**config.mk**
```make
export PLATFORM = sky130hd
export DESIGN_NAME = drive_link_command_handler
export DESIGN_NICKNAME = d
export VERILOG_FILES = /design/src/drive_link_pkg.sv /design/src/drive_link_command_handler.sv /design/src/freq_nv_writer.sv
export SDC_FILE = /design/constraint.sdc
export NUM_CORES = 1
export LEC_CHECK = 0
export BUFFER_PORTS_ARGS = -buffer_cell sky130_fd_sc_hd__buf_4
export CORE_MARGIN = 3
export CORE_UTILIZATION = 46
export DETAILED_ROUTE_END_ITERATION = 16
export GPL_ROUTABILITY_DRIVEN = 0
export PLACE_DENSITY = 0.76
export SYNTH_ARGS = -nofsm -noshare
export SYNTH_HDL_FRONTEND = slang
export SYNTH_SLANG_ARGS = --single-unit
```
**constraint.sdc**
```tcl
create_clock -name mclk -period 2.3 [get_ports mclk]
set_clock_uncertainty 0.15 [all_clocks]
set_input_delay 0.46 -clock mclk [delete_from_list [all_inputs] [get_ports mclk]]
set_output_delay 0.46 -clock mclk [all_outputs]
set_load 0.01 [all_outputs]
```
**src/drive_link_pkg.sv**
```systemverilog
// constants, codes and helper functions shared by the drive link command handler
`default_nettype none
package drive_link_pkg;
  // instruction codes
  localparam logic [7:0] CODE_ACCEL_READ = 8'h07;
  localparam logic [7:0] CODE_ACCEL_WRITE = 8'h87;
  localparam logic [7:0] CODE_FAULT_READ = 8'h74;
  localparam logic [7:0] CODE_MODE_WRITE = 8'hFB;
  localparam logic [7:0] CODE_DRIVE_RESET = 8'hFD;
  // set data values with a fixed meaning
  localparam logic [15:0] DATA_NET_MODE = 16'h0000;
  localparam logic [15:0] DATA_EXT_MODE = 16'h0010;
  localparam logic [15:0] DATA_RESET_KEY = 16'h9696;
  // monitor selection
  localparam logic [15:0] MON_OUTPUT_FREQ = 16'h0001;
  // extended setting page that holds the low parameters
  localparam logic [7:0] EXT_PAGE_LOW = 8'h00;
  // reply codes
  localparam logic [15:0] REPLY_OK = 16'h0000;
  localparam logic [15:0] REPLY_BAD_CODE = 16'h0001;
  localparam logic [15:0] REPLY_BAD_DATA = 16'h0002;
  localparam logic [15:0] REPLY_BAD_MODE = 16'h0003;
  // reset values
  localparam logic [15:0] ACCEL_TIME_RESET = 16'h0032;
  localparam logic [15:0] RUN_FREQ_RESET = 16'h0000;
  localparam logic [7:0] STARTUP_EXTERNAL = 8'h00;

  // true for selection values that allow error reset in any mode
  function automatic logic reset_any_mode(input logic [15:0] sel);
    case (sel)
      16'h0000, 16'h0064, 16'h03E8, 16'h044C,
      16'h2710, 16'h2774, 16'h2AF8, 16'h2B5C: reset_any_mode = 1'b1;
      default: reset_any_mode = 1'b0;
    endcase
  endfunction
endpackage
`default_nettype wire

```
**src/drive_link_command_handler.sv**
```systemverilog
// instruction, frequency, monitor and reset handling of the drive link slave
`timescale 1ns/100ps
`default_nettype none
module drive_link_command_handler (
  input wire logic mclk,
  input wire logic rst_n,
  // master side, asynchronous to mclk
  input wire logic instruction_execute_request,
  input wire logic [7:0] instruction_code,
  input wire logic [15:0] instruction_data,
  input wire logic [7:0] link_ext_setting,
  input wire logic [15:0] monitor_code,
  input wire logic frequency_write_command,
  input wire logic frequency_nonvolatile_write_command,
  input wire logic [15:0] frequency_set_data,
  input wire logic error_reset_request,
  // drive side, on mclk
  input wire logic [15:0] output_frequency,
  input wire logic fault_present,
  input wire logic [7:0] fault_history_1,
  input wire logic [7:0] fault_history_2,
  input wire logic [15:0] reset_acceptance_selection,
  input wire logic [7:0] startup_mode_selection,
  // results
  output logic network_mode,
  output logic [15:0] reply_code,
  output logic [15:0] response_data,
  output logic instruction_done,
  output logic [15:0] monitor_value,
  output logic [15:0] acceleration_time_param,
  output logic [15:0] running_frequency,
  output logic frequency_write_done,
  output logic nv_write_strobe,
  output logic [15:0] nv_write_data,
  output logic frequency_nonvolatile_write_done,
  output logic drive_reset_pulse,
  output logic error_reset_pulse
);
  import drive_link_pkg::*;

  localparam int SYNC_W = 68; // width of the bundled master inputs

  typedef enum logic [1:0] {CMD_IDLE, CMD_EXEC, CMD_DONE} cmd_state_t;

  // two-stage synchroniser for every master input; multi-bit words are
  // safe because the master holds them stable around its request bits
  logic [SYNC_W-1:0] sync_a_q, sync_b_q;
  logic [SYNC_W-1:0] sync_in;
  logic exec_s, freq_cmd_s, nv_cmd_s, err_req_s; // synchronised levels
  logic [7:0] code_s, ext_s;
  logic [15:0] data_s, mon_code_s, freq_data_s;

  assign sync_in = {instruction_execute_request, instruction_code, instruction_data,
                    link_ext_setting, monitor_code, frequency_write_command,
                    frequency_nonvolatile_write_command, frequency_set_data, error_reset_request};
  assign {exec_s, code_s, data_s, ext_s, mon_code_s, freq_cmd_s, nv_cmd_s, freq_data_s, err_req_s} = sync_b_q;

  // synchroniser stages; only the second stage is read by logic
  always_ff @(posedge mclk) begin
    if (!rst_n) begin
      sync_a_q <= '0;
      sync_b_q <= '0;
    end else begin
      sync_a_q <= sync_in;
      sync_b_q <= sync_a_q;
    end
  end

  // instruction state
  cmd_state_t st_q, st_d;
  logic exec_prev_q, exec_prev_d; // edge detect on the execute request
  logic [15:0] reply_q, reply_d;
  logic [15:0] resp_q, resp_d;
  logic done_q, done_d;
  logic net_q, net_d; // network operation mode
  logic boot_q, boot_d; // first cycle after reset release
  logic [15:0] accel_q, accel_d;
  logic drst_q, drst_d; // drive reset pulse
  logic low_page; // extended setting addresses parameters below 100

  assign low_page = (ext_s == EXT_PAGE_LOW);

  // instruction decode: the reply is computed in CMD_EXEC and done follows
  // one cycle later, so the master never sees done with a stale reply
  always_comb begin
    st_d = st_q;
    exec_prev_d = exec_s;
    reply_d = reply_q;
    resp_d = resp_q;
    done_d = done_q;
    net_d = net_q;
    boot_d = 1'b0;
    accel_d = accel_q;
    drst_d = 1'b0;
    if (boot_q) begin
      net_d = (startup_mode_selection != STARTUP_EXTERNAL); // startup mode taken after release
    end
    case (st_q)
      CMD_IDLE: begin
        if (exec_s && !exec_prev_q) begin
          st_d = CMD_EXEC;
        end
      end
      CMD_EXEC: begin
        st_d = CMD_DONE;
        reply_d = REPLY_OK;
        case (code_s)
          CODE_MODE_WRITE: begin
            if (data_s == DATA_NET_MODE) begin
              net_d = 1'b1;
            end else if (data_s == DATA_EXT_MODE) begin
              net_d = 1'b0;
            end else begin
              reply_d = REPLY_BAD_DATA;
            end
          end
          CODE_ACCEL_READ: begin
            // pages above the low one address parameters this block lacks
            if (low_page) begin
              resp_d = accel_q;
            end else begin
              reply_d = REPLY_BAD_CODE;
            end
          end
          CODE_ACCEL_WRITE: begin
            if (low_page) begin
              accel_d = data_s;
            end else begin
              reply_d = REPLY_BAD_CODE;
            end
          end
          CODE_FAULT_READ: begin
            resp_d = {fault_history_2, fault_history_1};
          end
          CODE_DRIVE_RESET: begin
            if (data_s != DATA_RESET_KEY) begin
              reply_d = REPLY_BAD_DATA;
            end else if (net_q || startup_mode_selection != STARTUP_EXTERNAL) begin
              drst_d = 1'b1;
            end else begin
              reply_d = REPLY_BAD_MODE;
            end
          end
          default: begin
            reply_d = REPLY_BAD_CODE;
          end
        endcase
      end
      CMD_DONE: begin
        done_d = 1'b1;
        if (!exec_s) begin
          done_d = 1'b0; // handshake closes when the master drops the request
          st_d = CMD_IDLE;
        end
      end
      default: begin
        st_d = CMD_IDLE;
      end
    endcase
  end

  // instruction registers
  always_ff @(posedge mclk) begin
    if (!rst_n) begin
      st_q <= CMD_IDLE;
      exec_prev_q <= 1'b0;
      reply_q <= REPLY_OK;
      resp_q <= 16'h0000;
      done_q <= 1'b0;
      net_q <= 1'b0;
      boot_q <= 1'b1;
      accel_q <= ACCEL_TIME_RESET;
      drst_q <= 1'b0;
    end else begin
      st_q <= st_d;
      exec_prev_q <= exec_prev_d;
      reply_q <= reply_d;
      resp_q <= resp_d;
      done_q <= done_d;
      net_q <= net_d;
      boot_q <= boot_d;
      accel_q <= accel_d;
      drst_q <= drst_d;
    end
  end

  // frequency, monitor and error reset state
  logic freq_prev_q, freq_prev_d;
  logic [15:0] run_freq_q, run_freq_d;
  logic freq_done_q, freq_done_d;
  logic [15:0] mon_q, mon_d;
  logic err_prev_q, err_prev_d;
  logic erst_q, erst_d;
  logic nv_strobe, nv_done;
  logic [15:0] nv_data;

  // the set data is taken as is, in 0.01 Hz steps; monitor passes the
  // drive's output frequency through in the same units
  always_comb begin
    freq_prev_d = freq_cmd_s;
    run_freq_d = run_freq_q;
    freq_done_d = freq_done_q;
    err_prev_d = err_req_s;
    erst_d = 1'b0;
    mon_d = 16'h0000;
    if (mon_code_s == MON_OUTPUT_FREQ) begin
      mon_d = output_frequency;
    end
    if (freq_cmd_s && !freq_prev_q) begin
      run_freq_d = freq_data_s;
    end else if (nv_strobe) begin
      run_freq_d = nv_data; // a stored frequency also becomes the running one
    end
    freq_done_d = freq_cmd_s && freq_prev_q; // done one cycle after the load
    if (err_req_s && !err_prev_q &&
        (fault_present || reset_any_mode(reset_acceptance_selection))) begin
      erst_d = 1'b1;
    end
  end

  // frequency, monitor and error reset registers
  always_ff @(posedge mclk) begin
    if (!rst_n) begin
      freq_prev_q <= 1'b0;
      run_freq_q <= RUN_FREQ_RESET;
      freq_done_q <= 1'b0;
      mon_q <= 16'h0000;
      err_prev_q <= 1'b0;
      erst_q <= 1'b0;
    end else begin
      freq_prev_q <= freq_prev_d;
      run_freq_q <= run_freq_d;
      freq_done_q <= freq_done_d;
      mon_q <= mon_d;
      err_prev_q <= err_prev_d;
      erst_q <= erst_d;
    end
  end

  freq_nv_writer u_nv (
    .mclk(mclk),
    .rst_n(rst_n),
    .nv_cmd(nv_cmd_s),
    .set_data(freq_data_s),
    .nv_write_strobe(nv_strobe),
    .nv_write_data(nv_data),
    .nv_done(nv_done)
  );

  assign network_mode = net_q;
  assign reply_code = reply_q;
  assign response_data = resp_q;
  assign instruction_done = done_q;
  assign monitor_value = mon_q;
  assign acceleration_time_param = accel_q;
  assign running_frequency = run_freq_q;
  assign frequency_write_done = freq_done_q;
  assign nv_write_strobe = nv_strobe;
  assign nv_write_data = nv_data;
  assign frequency_nonvolatile_write_done = nv_done;
  assign drive_reset_pulse = drst_q;
  assign error_reset_pulse = erst_q;

  a_net_mode_switch: assert property (@(posedge mclk) disable iff (!rst_n)
    (st_q == CMD_EXEC && code_s == CODE_MODE_WRITE && data_s == DATA_NET_MODE) |=> net_q ##1 done_q)
    else $error("network mode not selected by mode write");
  a_monitor_freq: assert property (@(posedge mclk) disable iff (!rst_n)
    (mon_code_s == MON_OUTPUT_FREQ) |=> (mon_q == $past(output_frequency)))
    else $error("monitor does not show output frequency");
  a_accel_read: assert property (@(posedge mclk) disable iff (!rst_n)
    (st_q == CMD_EXEC && code_s == CODE_ACCEL_READ && low_page) |=> (resp_q == accel_q && reply_q == REPLY_OK))
    else $error("acceleration read returned wrong data");
  a_accel_write: assert property (@(posedge mclk) disable iff (!rst_n)
    (st_q == CMD_EXEC && code_s == CODE_ACCEL_WRITE && low_page) |=> (accel_q == $past(data_s)))
    else $error("acceleration write not stored");
  a_high_page_reject: assert property (@(posedge mclk) disable iff (!rst_n)
    (st_q == CMD_EXEC && code_s == CODE_ACCEL_WRITE && !low_page) |=> (reply_q == REPLY_BAD_CODE && $stable(accel_q)))
    else $error("write accepted on wrong extended page");
  a_freq_load: assert property (@(posedge mclk) disable iff (!rst_n)
    (freq_cmd_s && !freq_prev_q) |=> (run_freq_q == $past(freq_data_s)) ##1 (freq_done_q || !freq_cmd_s))
    else $error("running frequency not loaded or done missing");
  a_fault_read: assert property (@(posedge mclk) disable iff (!rst_n)
    (st_q == CMD_EXEC && code_s == CODE_FAULT_READ) |=> (resp_q == {$past(fault_history_2), $past(fault_history_1)}))
    else $error("fault history read wrong");
  a_err_reset_gate: assert property (@(posedge mclk) disable iff (!rst_n)
    erst_q |-> $past(fault_present || reset_any_mode(reset_acceptance_selection)))
    else $error("error reset taken without fault or permission");
  a_drive_reset_key: assert property (@(posedge mclk) disable iff (!rst_n)
    drst_q |-> $past(code_s == CODE_DRIVE_RESET && data_s == DATA_RESET_KEY
                     && (net_q || startup_mode_selection != STARTUP_EXTERNAL)))
    else $error("drive reset without key or permission");
  a_reply_before_done: assert property (@(posedge mclk) disable iff (!rst_n)
    $rose(done_q) |-> $stable(reply_q) && $past(st_q == CMD_DONE))
    else $error("reply changed as completion rose");

  c_mode_write: cover property (@(posedge mclk) disable iff (!rst_n) $rose(net_q));
  c_accel_cycle: cover property (@(posedge mclk) disable iff (!rst_n)
    st_q == CMD_EXEC && code_s == CODE_ACCEL_WRITE ##[2:20] st_q == CMD_EXEC && code_s == CODE_ACCEL_READ);
  c_freq_done: cover property (@(posedge mclk) disable iff (!rst_n) $rose(freq_done_q));
  c_drive_reset: cover property (@(posedge mclk) disable iff (!rst_n) drst_q);
endmodule
`default_nettype wire

```
**src/freq_nv_writer.sv**
```systemverilog
// one-shot nonvolatile store of the running frequency set data
`timescale 1ns/100ps
`default_nettype none
module freq_nv_writer (
  input wire logic mclk,
  input wire logic rst_n,
  input wire logic nv_cmd, // synchronised command level
  input wire logic [15:0] set_data, // synchronised set data
  output logic nv_write_strobe,
  output logic [15:0] nv_write_data,
  output logic nv_done
);
  import drive_link_pkg::*;

  logic cmd_prev_q, cmd_prev_d; // last command level, for edge detect
  logic strobe_q, strobe_d;
  logic [15:0] data_q, data_d; // value latched at the rising edge
  logic done_q, done_d;

  // latch only at the rising edge; later data changes are ignored on purpose
  always_comb begin
    cmd_prev_d = nv_cmd;
    strobe_d = 1'b0;
    data_d = data_q;
    done_d = done_q;
    if (nv_cmd && !cmd_prev_q) begin
      strobe_d = 1'b1;
      data_d = set_data;
    end
    if (!nv_cmd) begin
      done_d = 1'b0; // done drops with the command
    end else if (strobe_q) begin
      done_d = 1'b1;
    end
  end

  // state registers
  always_ff @(posedge mclk) begin
    if (!rst_n) begin
      cmd_prev_q <= 1'b0;
      strobe_q <= 1'b0;
      data_q <= RUN_FREQ_RESET;
      done_q <= 1'b0;
    end else begin
      cmd_prev_q <= cmd_prev_d;
      strobe_q <= strobe_d;
      data_q <= data_d;
      done_q <= done_d;
    end
  end

  assign nv_write_strobe = strobe_q;
  assign nv_write_data = data_q;
  assign nv_done = done_q;

  a_nv_single_strobe: assert property (@(posedge mclk) disable iff (!rst_n)
    strobe_q |=> !strobe_q until !nv_cmd)
    else $error("nonvolatile write repeated within one assertion");
  a_nv_data_frozen: assert property (@(posedge mclk) disable iff (!rst_n)
    (nv_cmd && cmd_prev_q && !strobe_d) |=> $stable(data_q))
    else $error("nonvolatile data changed while command held");
  c_nv_write: cover property (@(posedge mclk) disable iff (!rst_n) strobe_q ##1 done_q);
endmodule
`default_nettype wire

```
After elaboration in Yosys (flattened, before gate mapping)
Index checks and enable logic that the tools add are counted.
Widths: inputs -> output; s select.
{"block": "word_totals", "in_bits": 127, "regBits": 246, "word_cells": 95, "out_inout_bits": 103}
{"block": "op_classes", "n_eq_ne": 20, "n_mux": 24, "n_bitwise": 3, "n_reduce_logical": 27}
{"cell": "$eq 16x14->1 const B", "count": 4}
{"cell": "$mux 16", "count": 3}
{"cell": "$logic_not 16->1", "count": 2}
{"cell": "$pmux 16 s2", "count": 1}
{"cell": "$eq 8x8->1 const B", "count": 3}
{"cell": "$eq 16x1->1 const B", "count": 1}
{"cell": "$eq 16x10->1 const B", "count": 1}
{"cell": "$eq 16x11->1 const B", "count": 1}
{"cell": "$eq 16x5->1 const B", "count": 1}
{"cell": "$eq 16x7->1 const B", "count": 1}
{"cell": "$ne 16x16->1 const B", "count": 1}
{"cell": "$mux 1", "count": 12}
{"cell": "$mux 2", "count": 6}
{"cell": "$eq 8x3->1 const B", "count": 1}
{"cell": "$eq 8x7->1 const B", "count": 1}
{"cell": "$logic_not 8->1", "count": 1}
{"cell": "$pmux 2 s4", "count": 1}
{"cell": "$reduce_bool 8->1", "count": 1}
{"cell": "$reduce_or 8->1", "count": 1}
{"cell": "$logic_and 1x1->1", "count": 6}
{"cell": "$ne 2x2->1 const B", "count": 3}
{"cell": "$pmux 2 s3", "count": 1}
{"cell": "$reduce_and 2->1", "count": 3}
{"cell": "$reduce_and 3->1", "count": 2}
{"cell": "9 further kinds", "count": 16}

Depth between registers and ports, before layout
Gate-level depths: netlist of run 1.
{"block": "depth", "depth_word": 6, "mapped_depth": 7, "mapped_depth_nobuf": 5}

Cells and area by module
Synthesis of run 1 repeated with hierarchy kept, for this count alone.
{"block": "hier_totals", "hier_cells": 714, "area_unflattened_um2": 7711.1}
{"mod": "drive_link_command_handler", "area_each_um2": 6962.9, "instances": 1, "cells_per_inst": 637, "seq_area_each_um2": 4264.1}
{"mod": "freq_nv_writer", "area_each_um2": 748.2, "instances": 1, "cells_per_inst": 77, "seq_area_each_um2": 380.4}

Worst setup path before layout of run 1
OpenSTA, ideal clock, no wires.
{"block": "synth_timing", "kind": "reg2reg", "startpoint": "reg sync_b_q[51]", "endpoint": "reg reply_q[1] (netlist: reply_code[1])", "path_stages_with_launch": 6, "period_less_slack_ns": 2.196, "n_path_buf": 0, "required_time_ns": 2.035, "path_slack_ns": 0.104, "arrival_ns": 1.930, "setup_ns": 0.115, "cell_sequence": "dfxtp_1 -> or4_4 -> or4_4 -> and3_2 -> a31o_1 -> a31o_1"}
{"block": "synth_between", "elab_chain_cells": 4, "elab_cells_between_ends": 7, "cone_classes": "eq/ne: 2; mux: 4; reduce/logical: 1"}
{"item": "from (decl)", "line_no": "drive_link_command_handler.sv:47", "source": "logic [SYNC_W-1:0] sync_a_q, sync_b_q;"}
{"item": "from (signal assigned)", "line_no": "drive_link_command_handler.sv:65", "source": "sync_b_q <= sync_a_q;"}
{"item": "$eq 16x5->1", "line_no": "drive_link_command_handler.sv:111", "source": "end else if (data_s == DATA_EXT_MODE) begin"}
{"item": "$mux 2", "line_no": "drive_link_command_handler.sv:111"}
{"item": "$mux 2", "line_no": "drive_link_command_handler.sv:109", "source": "if (data_s == DATA_NET_MODE) begin"}
{"item": "$pmux 2 s4 *", "line_no": "drive_link_command_handler.sv:107", "source": "case (code_s)"}
{"item": "to (signal assigned)", "line_no": "drive_link_command_handler.sv:177", "source": "reply_q <= reply_d;"}
{"item": "to (decl)", "line_no": "drive_link_command_handler.sv:72", "source": "logic [15:0] reply_q, reply_d;"}
Mark *: on every way between the ends. The rest lies on a longest branch, timed or not.
A chain may end at the register's enable or synchronous reset.

Worst setup path after layout of run 1
{"block": "layout_timing", "startpoint": "reg sync_b_q[43]", "endpoint": "reg net_q (netlist: network_mode)"}
{"block": "layout_between", "elab_chain_cells": 5, "elab_cells_between_ends": 6, "cone_classes": "eq/ne: 1; mux: 4; reduce/logical: 1"}
{"item": "$eq 16x5->1", "line_no": "drive_link_command_handler.sv:111"}
{"item": "$mux 1", "line_no": "drive_link_command_handler.sv:111"}
{"item": "$mux 1 *", "line_no": "drive_link_command_handler.sv:109"}
{"item": "$mux 1 *", "line_no": "drive_link_command_handler.sv:107"}
{"item": "$mux 1 *", "line_no": "drive_link_command_handler.sv:98", "source": "case (st_q)"}
{"item": "to (signal assigned)", "line_no": "drive_link_command_handler.sv:180", "source": "net_q <= net_d;"}
{"item": "to (decl)", "line_no": "drive_link_command_handler.sv:75", "source": "logic net_q, net_d;"}
Marks and branches as above.

==> results.cfg, run 1 <==
[logic_synthesis]
yosys.area_share.simple_pct = 23.8
synth.cell_area_um2 = 7690
yosysSeqAreaShare_pct = 60.4
yosysTopAreaCell = dfxtp_1
syn-instance-count = 735
ys_types = 45
synth_fa_ha_area_share_pct = 0
muxShareOfSynthArea_pct = 6.64
synth_top_area_share_pct = 60.4
synth_xor_xnor_area_share_pct = 0
synth-compound-area-share_pct = 5.35
synth.avg_cell_area_um2 = 10.5
ys.flop_type = dfxtp_1
synth_edf_count = 0
synth_area_leaders = dfxtp_1, and2_1, mux2i_1
synthArstFlopShare_pct = 0
ys_ff_latch = 232
synth_top_family_by_area = simple AND/OR/NAND/NOR gates
ys_warn_count = 0

[flow_run]
cap_violations = 0

[global_routing]
antenna_found_initial = 0
grt_pass1_vias = 5435
track_usage_pct = 18.2
overflow = 0
grt_pass1_wl_mm = 27.4
grt_max_degree = 180

[clock_network]
cts_tree = done
cts_root_buffer = clkbuf_16
cts_buffers = 24
cts.sinks = 232
htree_levels = 1
clk_pin_slew_ns = 0.06
clk_path_buf_depth = 3
clk_latency_ns = 0.50

[sta]
hold_viol = 0
worstMarginPinSlew_ns = 0.688
fin_crit_ns = 2.24
fmax_mhz = 447
rsz0062_at_grt = no
slew_headroom_pct = 54.1
fin_setup_tns_ns = 0
setup_violations = 0
maxSlewViolCount = 0
layout_setup_ws_ns = 0.0619
whs_ns = 0.0194
period_share_pct = 97.3

[final_layout]
n_fill_cell = 1217
layout_commonest_cell = dfxtp_1
fin_nets = 1120
antennaDiodeCount = 0
syn_to_final_growth_pct = 39.8
drive_above_1_share_pct = 28.6
mostFrequentLayoutCells = dfxtp_1, buf_4, and2_1, nand2_1, dlygate4sd3_1

[pwr]
cellInternalPower_w = 0.00685
combPwrFrac_pct = 6.1
p_sw_share_pct = 20.7
vdd_drop_max_uv = 703
clkPwrFrac_pct = 45.2
p_leak_nw = 4.63
powerDensity_nw_per_um2 = 803
p_seq_share_pct = 48.7
power_switching_w = 0.00179

[min_path]
hp-class = input pin to register

[floorplanning]
die_x_um = 135
core_um2 = 16100
die-area_um2 = 18300
start_util_pct = 47.7
rows = 46
fp.dieH_um = 135
ios = 230

[routing]
firstDrtPassIters = 6
wl_mm = 17.6
wire_per_inst_um = 14.3
route.detailed.drc = 0
viasPerCell = 4.68
drtAntennaViolNets = 0
drt_iter0_markers = 263
dr_total_vias = 5748

[worst_setup_path]
cp-start-kind = register
worstPathBufferInverterCount = 0
critical_path.max_stage_delay_ns = 0.54
critPathRequiredTime_ns = 2.57
arrival_ns = 2.51
cp_common_cell = or4_4
crit_family = simple AND/OR/NAND/NOR gates
worst-path-max-fanout = 3
path_cells = or4_4, or4_4, or4_1, a21oi_1
worst_path_max_delay_cell = or4_4
end_kind = register
critPathKind = register to register

[run_status]
status = completed

[place]
preCtsSetupSlack_ns = 0.0200
port_buffers = 215
hpwl_mm = 11.6
==> layout make-up <==
class / count / area, um2 / area share (%)
clock buffer: 33 / 664 / 6.18
tap: 216 / 270 / 2.51
timing repair buffer: 274 / 2190 / 20.4
multi-input combinational: 456 / 2810 / 26.2
inverter: 5 / 18.8 / 0.175
clock inverter: 11 / 155 / 1.44
sequential: 232 / 4640 / 43.2
==> through the flow <==
stage	instance area [um2]	cells	total power (W)	utilization [%]
floorplan	7740	748	0.00451	-
finish	10800	1227	0.00864	66.7
CTS	10700	1226	0.00871	66.6
global route	10800	1227	0.00893	66.7
detailed placement	9450	1135	0.00475	58.6
global placement	9450	1135	0.00474	58.6
==> cells in the mapped netlist (3+ instances only) <==
library cell,n
a21oi_1,21
clkbuf_1,37
nand4_1,22
nor4_1,10
nor2_1,38
a211oi_1,17
mux2i_1,33
nand2_1,60
and3_1,5
and2_1,155
buf_4,14
o21ai_0,21
nor4b_1,3
dfxtp_1,232
inv_1,4
mux2_2,16
nor3_1,3
or4_1,3
nor3b_1,3
nor2b_1,6
==> timing repair <==
action / in CTS / in global routing
gates resized for setup: 0 / 2
buffers inserted: 0 / 0
hold endpoints to repair: 47 / 1
hold buffers: 47 / 1
endpoints found under the setup margin: 0 / 2
==> final timing paths <==
path                  startpoint           end  slack, ns  depth (start not counted)
max                 sync_b_q[43]  network_mode       0.06                          4
min          instruction_data[5]  sync_a_q[48]       0.02                          2
max reg2reg         sync_b_q[43]  network_mode       0.06                          4
min reg2reg          exec_prev_q       st_q[0]       0.25                          1
==> power by group through the flow <==
stage | sequential (W) | combinational, W | clock (W)
finish | 0.00421 | 0.000524 | 0.00390
global route | 0.00422 | 0.000575 | 0.00414
CTS | 0.00421 | 0.000521 | 0.00398
detailed placement | 0.00430 | 0.000454 | 0
global placement | 0.00429 | 0.000448 | 0
floorplan | 0.00429 | 0.000223 | 0
==> worst reg2reg max path, cell delays in order, from the launching register on <==
cell	delay, ns
dfxtp_1	0.32
or4_4	0.54
or4_4	0.54
or4_1	0.48
a21oi_1	0.13
==> state kept, by name, indices dropped and copies added, names as in the netlist <==
register / count
boot_q: 1
monitor_value: 16
reply_code: 2
frequency_write_done: 1
acceleration_time_param: 16
instruction_done: 1
drive_reset_pulse: 1
response_data: 16
error_reset_pulse: 1
u_nv.cmd_prev_q: 1
u_nv.nv_write_data: 16
network_mode: 1
err_prev_q: 1
st_q: 2
exec_prev_q: 1
u_nv.nv_done: 1
freq_prev_q: 1
sync_b_q: 68
running_frequency: 16
u_nv.nv_write_strobe: 1
sync_a_q: 68
==> routing by layer <==
layer,vias to the layer above,share of wire (%),global-route usage (%)
met3,38,5.4,3.49
met2,164,48,30.8
met5,-,0,0
met1,2601,44,24.0
li1,2945,-,-
met4,0,2.4,5.04
==> kinds of logic (layout without fill, tap and decap cells) <==
group / after synthesis / after routing
mux: 49 / 49
simple gates: 325 / 325
flops: 232 / 232
buf+inv: 60 / 323
other cells: 1 / 14
compound gates: 68 / 68
No activity file was read; power rests on OpenSTA's default activity.
==> run 2, diff against run 1 <==
Settings changed: CTS_CLUSTER_SIZE from default to 25, REMOVE_ABC_BUFFERS from default to 1, SETUP_SLACK_MARGIN from default to 0.2.
==> results.cfg, run 2 (synthesized netlist as in run 1, its figures left out) <==
[run_status]
status = completed

[sta]
fin_crit_ns = 2.19
worstMarginPinSlew_ns = 0.688
layout_setup_ws_ns = 0.108
hold_viol = 0
rsz0062_at_grt = yes
fmax_mhz = 456
maxSlewViolCount = 0
period_share_pct = 95.3
fin_setup_tns_ns = 0
setup_violations = 0
slew_headroom_pct = 54.2

[pwr]
p_leak_nw = 4.48
powerDensity_nw_per_um2 = 799
vdd_drop_max_uv = 525

[final_layout]
antennaDiodeCount = 0
mostFrequentLayoutCells = dfxtp_1, buf_4, and2_1, nand2_1, nor2_1
final_util_pct = 64.4
syn_to_final_growth_pct = 35.0
top_regs = sync_a_q (68), sync_b_q (68)
fin_nets = 1087
drive_above_1_share_pct = 30.7
multi_input_area_um2 = 2830
layout_commonest_cell = dfxtp_1
layout.area.seq_um2 = 4650
design_area_um2 = 10400
layout.cells.non_filler = 1193
n_fill_cell = 1317

[global_routing]
grt_pass1_wl_mm = 26.6
grt_max_degree = 161
grt_pass1_vias = 5332
overflow = 0
antenna_found_initial = 0
track_usage_pct = 17.8

[clock_network]
clk_path_buf_depth = 3
postCtsSetupRepairBufs = 0
cts_buffers = 23
htree_levels = 1
clk_pin_slew_ns = 0.06
cts.sinks = 232
clk_latency_ns = 0.50
cts_root_buffer = clkbuf_16
cts_tree = done

[place]
hpwl_mm = 11.5
place_inst = 1140
preCtsSetupSlack_ns = -0.000873
port_buffers = 215
place_area_um2 = 9510

[worst_setup_path]
worstPathBufferInverterCount = 0
critPathRequiredTime_ns = 2.54
cp-start-kind = register
critical_path.max_stage_delay_ns = 0.56
arrival_ns = 2.44
worst-path-max-fanout = 3
critPathKind = register to register
end_kind = register
worst_path_max_delay_cell = or4_4
path_cells = or4_4, or4_4, and3_4, a31o_1, a31o_1
crit_family = simple AND/OR/NAND/NOR gates

[floorplanning]
fp.dieH_um = 135
ios = 230
die-area_um2 = 18300
start_util_pct = 47.7
die_x_um = 135
rows = 46
core_um2 = 16100

[routing]
wl_mm = 16.9
drt_iter0_markers = 253
wire_per_inst_um = 14.2
viasPerCell = 4.70
drtAntennaViolNets = 0
route.detailed.drc = 0
dr_total_vias = 5611
firstDrtPassIters = 4

[flow_run]
cap_violations = 0

[min_path]
hp-class = input pin to register
-- run 2: cell count changes in the layout (fill, tap and decap cells not counted), sizes merged --
cell | before | now
bufinv | 3 | 1
clkinv | 7 | 6
clkbuf | 33 | 30
clkinvlp | 1 | 3
buf | 226 | 231
inv | 5 | 7
dlygate4sd3 | 48 | 11
-- run 2: power breakdown --
part | internal [W] | total (W) | switching [W] | leakage [nW]
clock | 0.00213 | 0.00362 | 0.00149 | 0.369
sequential | 0.00416 | 0.00420 | 0.0000493 | 1.90
combinational | 0.000281 | 0.000477 | 0.000196 | 2.21
total | 0.00656 | 0.00830 | 0.00174 | 4.48
-- run 2: area by class of cell --
type	count	share of cell area, %
flip-flops and latches	232	44.7
multi-input cells	456	27.2
repair buffers	242	18.0
clock buffers	30	6.28
well taps	216	2.60
clock inverters	12	1.00
inverters	5	0.181
-- run 2: final timing paths --
kind	start	endpoint	slack (ns)	cells after the start
worst max-delay path	sync_b_q[57]	reply_code[1]	0.11	5
worst min-delay path	output_frequency[9]	monitor_value[9]	0.02	2
worst max register to register	sync_b_q[57]	reply_code[1]	0.11	5
worst min register to register	exec_prev_q	st_q[0]	0.23	1
-- run 2: worst register-to-register path, cell delays in order (launching register included) --
cell     delay (ns)
dfxtp_2        0.32
or4_4          0.53
or4_4          0.56
and3_4         0.16
a31o_1         0.18
a31o_1         0.19
-- run 2: stage by stage --
step                hold WS, ns  total power, W
finish                   0.0171         0.00830
global route            0.00683         0.00863
CTS                     0.00168         0.00839
detailed placement        0.233         0.00475
global placement          0.225         0.00474
floorplan                 0.224         0.00446
-- run 2: metal layers --
layer	GRT usage, %	vias up	part of all wire [%]	wire [um]
met1	22.1	2551	41	6900
met4	5.49	0	2.1	357
met2	31.1	159	50	8530
met3	3.75	31	6.5	1100
met5	0	-	0	0
li1	-	2870	-	-
-- run 2: timing repair --
item | CTS | global route
hold buffers | 11 | 0
endpoints found under the setup margin | 2 | 2
pin swaps | 6 | 0
hold endpoints to repair | 11 | 0
resized for setup | 4 | 1
==> run 3, diff against run 2 <==
==> constraint.sdc (replaced) <==
create_clock -name mclk -period 2.3 [get_ports mclk]
set_clock_uncertainty 0.15 [all_clocks]
set_input_delay 0.115 -clock mclk [delete_from_list [all_inputs] [get_ports mclk]]
set_output_delay 0.115 -clock mclk [all_outputs]
set_load 0.01 [all_outputs]
==> results.cfg, run 3 (synthesized netlist as in run 1, its figures left out) <==
[run_status]
status = completed

[place]
preCtsSetupSlack_ns = -0.00319
hpwl_mm = 11.8
port_buffers = 215
place_area_um2 = 9490

[final_layout]
syn_to_final_growth_pct = 50.7
mostFrequentLayoutCells = dfxtp_1, buf_4, and2_1, dlygate4sd3_1, nand2_1
top_regs = sync_a_q (68), sync_b_q (68)
antennaDiodeCount = 0
layout_commonest_cell = dfxtp_1
fin_nets = 1201
design_area_um2 = 11600
drive_above_1_share_pct = 27.5

[min_path]
worstHoldStart = startup_mode_selection[3]
hold_depth = 6
hold-path-endpoint = reply_code[0]
hp-class = input pin to register

[worst_setup_path]
worst_path_max_delay_cell = or4_4
critical_path.max_stage_delay_ns = 0.55
path_cells = or4_4, or4_4, and3_4, a31o_1, a31o_1
r2r_setup_slack_ns = 0.11
arrival_ns = 2.44
crit_family = simple AND/OR/NAND/NOR gates
critPathRequiredTime_ns = 2.55
r2r_cells = 5
timing.rr.end = reply_code[1]
critPathKind = register to register
worstPathBufferInverterCount = 0
worst-path-max-fanout = 3
cp-start-kind = register
end_kind = register
cp-startpoint = sync_b_q[49]
r2r_start = sync_b_q[49]

[floorplanning]
core_um2 = 16100
rows = 46
die_x_um = 135
fp.dieH_um = 135
die-area_um2 = 18300
start_util_pct = 47.7
ios = 230

[pwr]
powerDensity_nw_per_um2 = 762
vdd_drop_max_uv = 699
p_leak_nw = 5.00
power.total_w = 0.00883

[routing]
wl_mm = 19.9
wl_met2_mm = 10.5
dr_total_vias = 6205
drt_iter0_markers = 282
top_layer = met4
wire_per_inst_um = 15.3
route.detailed.drc = 0
drtAntennaViolNets = 0
firstDrtPassIters = 4
wl_met3_mm = 1.02
viasPerCell = 4.75
wl_met1_mm = 7.73

[sta]
setup_violations = 0
worstMarginPinSlew_ns = 0.719
layout_setup_ws_ns = 0.108
whs_ns = 0.0190
fmax_mhz = 456
period_share_pct = 95.3
maxSlewViolCount = 0
fin_crit_ns = 2.19
hold_viol = 0
slew_headroom_pct = 52.1
rsz0062_at_grt = yes
fin_setup_tns_ns = 0

[global_routing]
grt_pass1_vias = 6245
track_usage_pct = 21.0
overflow = 0
antenna_found_initial = 0
grt_pass1_wl_mm = 31.3
grt_max_degree = 81

[clock_network]
htree_levels = 1
cts_tree = done
clk_path_buf_depth = 3
cts_buffers = 23
cts_root_buffer = clkbuf_16
clk_latency_ns = 0.50
cts.sinks = 232
clk_pin_slew_ns = 0.06
postCtsSetupRepairBufs = 0

[flow_run]
cap_violations = 0
==> run 3: cell count changes in the layout (fill, tap and decap cells not counted), sizes merged, moves of 2 or more <==
cell,delta
bufinv,+4
clkbuf,-2
clkinv,-2
dlygate4sd3,+115
==> run 3: how the worst max path moves through the flow <==
stage,endpoint,slack [ns],cells after the start
final,reply_code[1],0.11,5
after global routing,reply_code[1],0.1,5
after CTS,reply_code[1],0.12,5
after detailed placement,reply_code[1],-0.003,5
after global placement,reply_code[1],0.03,5
after floorplan,acceleration_time_param[0],-0.40,5
==> run 3: routing by layer <==
metal  vias up  GRT usage (%)
met4         0           8.17
met5         -              0
met1      2850           24.8
li1       3107              -
met2       199           38.4
met3        49           3.19
==> run 3: layout make-up <==
cell class,instances,area (um2)
inverters,5,18.8
clock buffers,28,614
clock inverters,12,198
multi-input cells,456,2840
repair buffers,356,3000
well taps,216,270
fillers,1112,4520
flip-flops and latches,232,4650
==> run 3: worst register-to-register path, cell delays in order, from the launching register on <==
cell and delay, ns:
dfxtp_2 0.32, or4_4 0.54, or4_4 0.55, and3_4 0.17
a31o_1 0.17, a31o_1 0.20
==> run 3: where the power goes <==
group / internal, W / switching [W] / total [W] / leakage [nW]
Clock: 0.00246 / 0.00151 / 0.00397 / 0.393
Combinational: 0.000407 / 0.000245 / 0.000651 / 2.71
Sequential: 0.00416 / 0.0000512 / 0.00421 / 1.90
Total: 0.00703 / 0.00180 / 0.00883 / 5.00
==> run 3: timing repair <==
| item | CTS | global route |
|---|---|---|
| resized for setup | 7 | 2 |
| endpoints found under the setup margin | 2 | 10 |
| pin swaps | 6 | 1 |
| cloned | 0 | 0 |
| hold buffers | 126 | 0 |
| endpoints found under the hold margin | 118 | 0 |
==> run 3: per-stage QoR <==
| stage | util, % | instances |
|---|---|---|
| 4_1_cts | 71.9 | 1305 |
| 3_3_place_gp | 58.9 | 1139 |
| 6_report | 71.9 | 1305 |
| 5_1_grt | 71.9 | 1305 |
| 3_5_place_dp | 58.9 | 1139 |
| 2_1_floorplan | - | 693 |
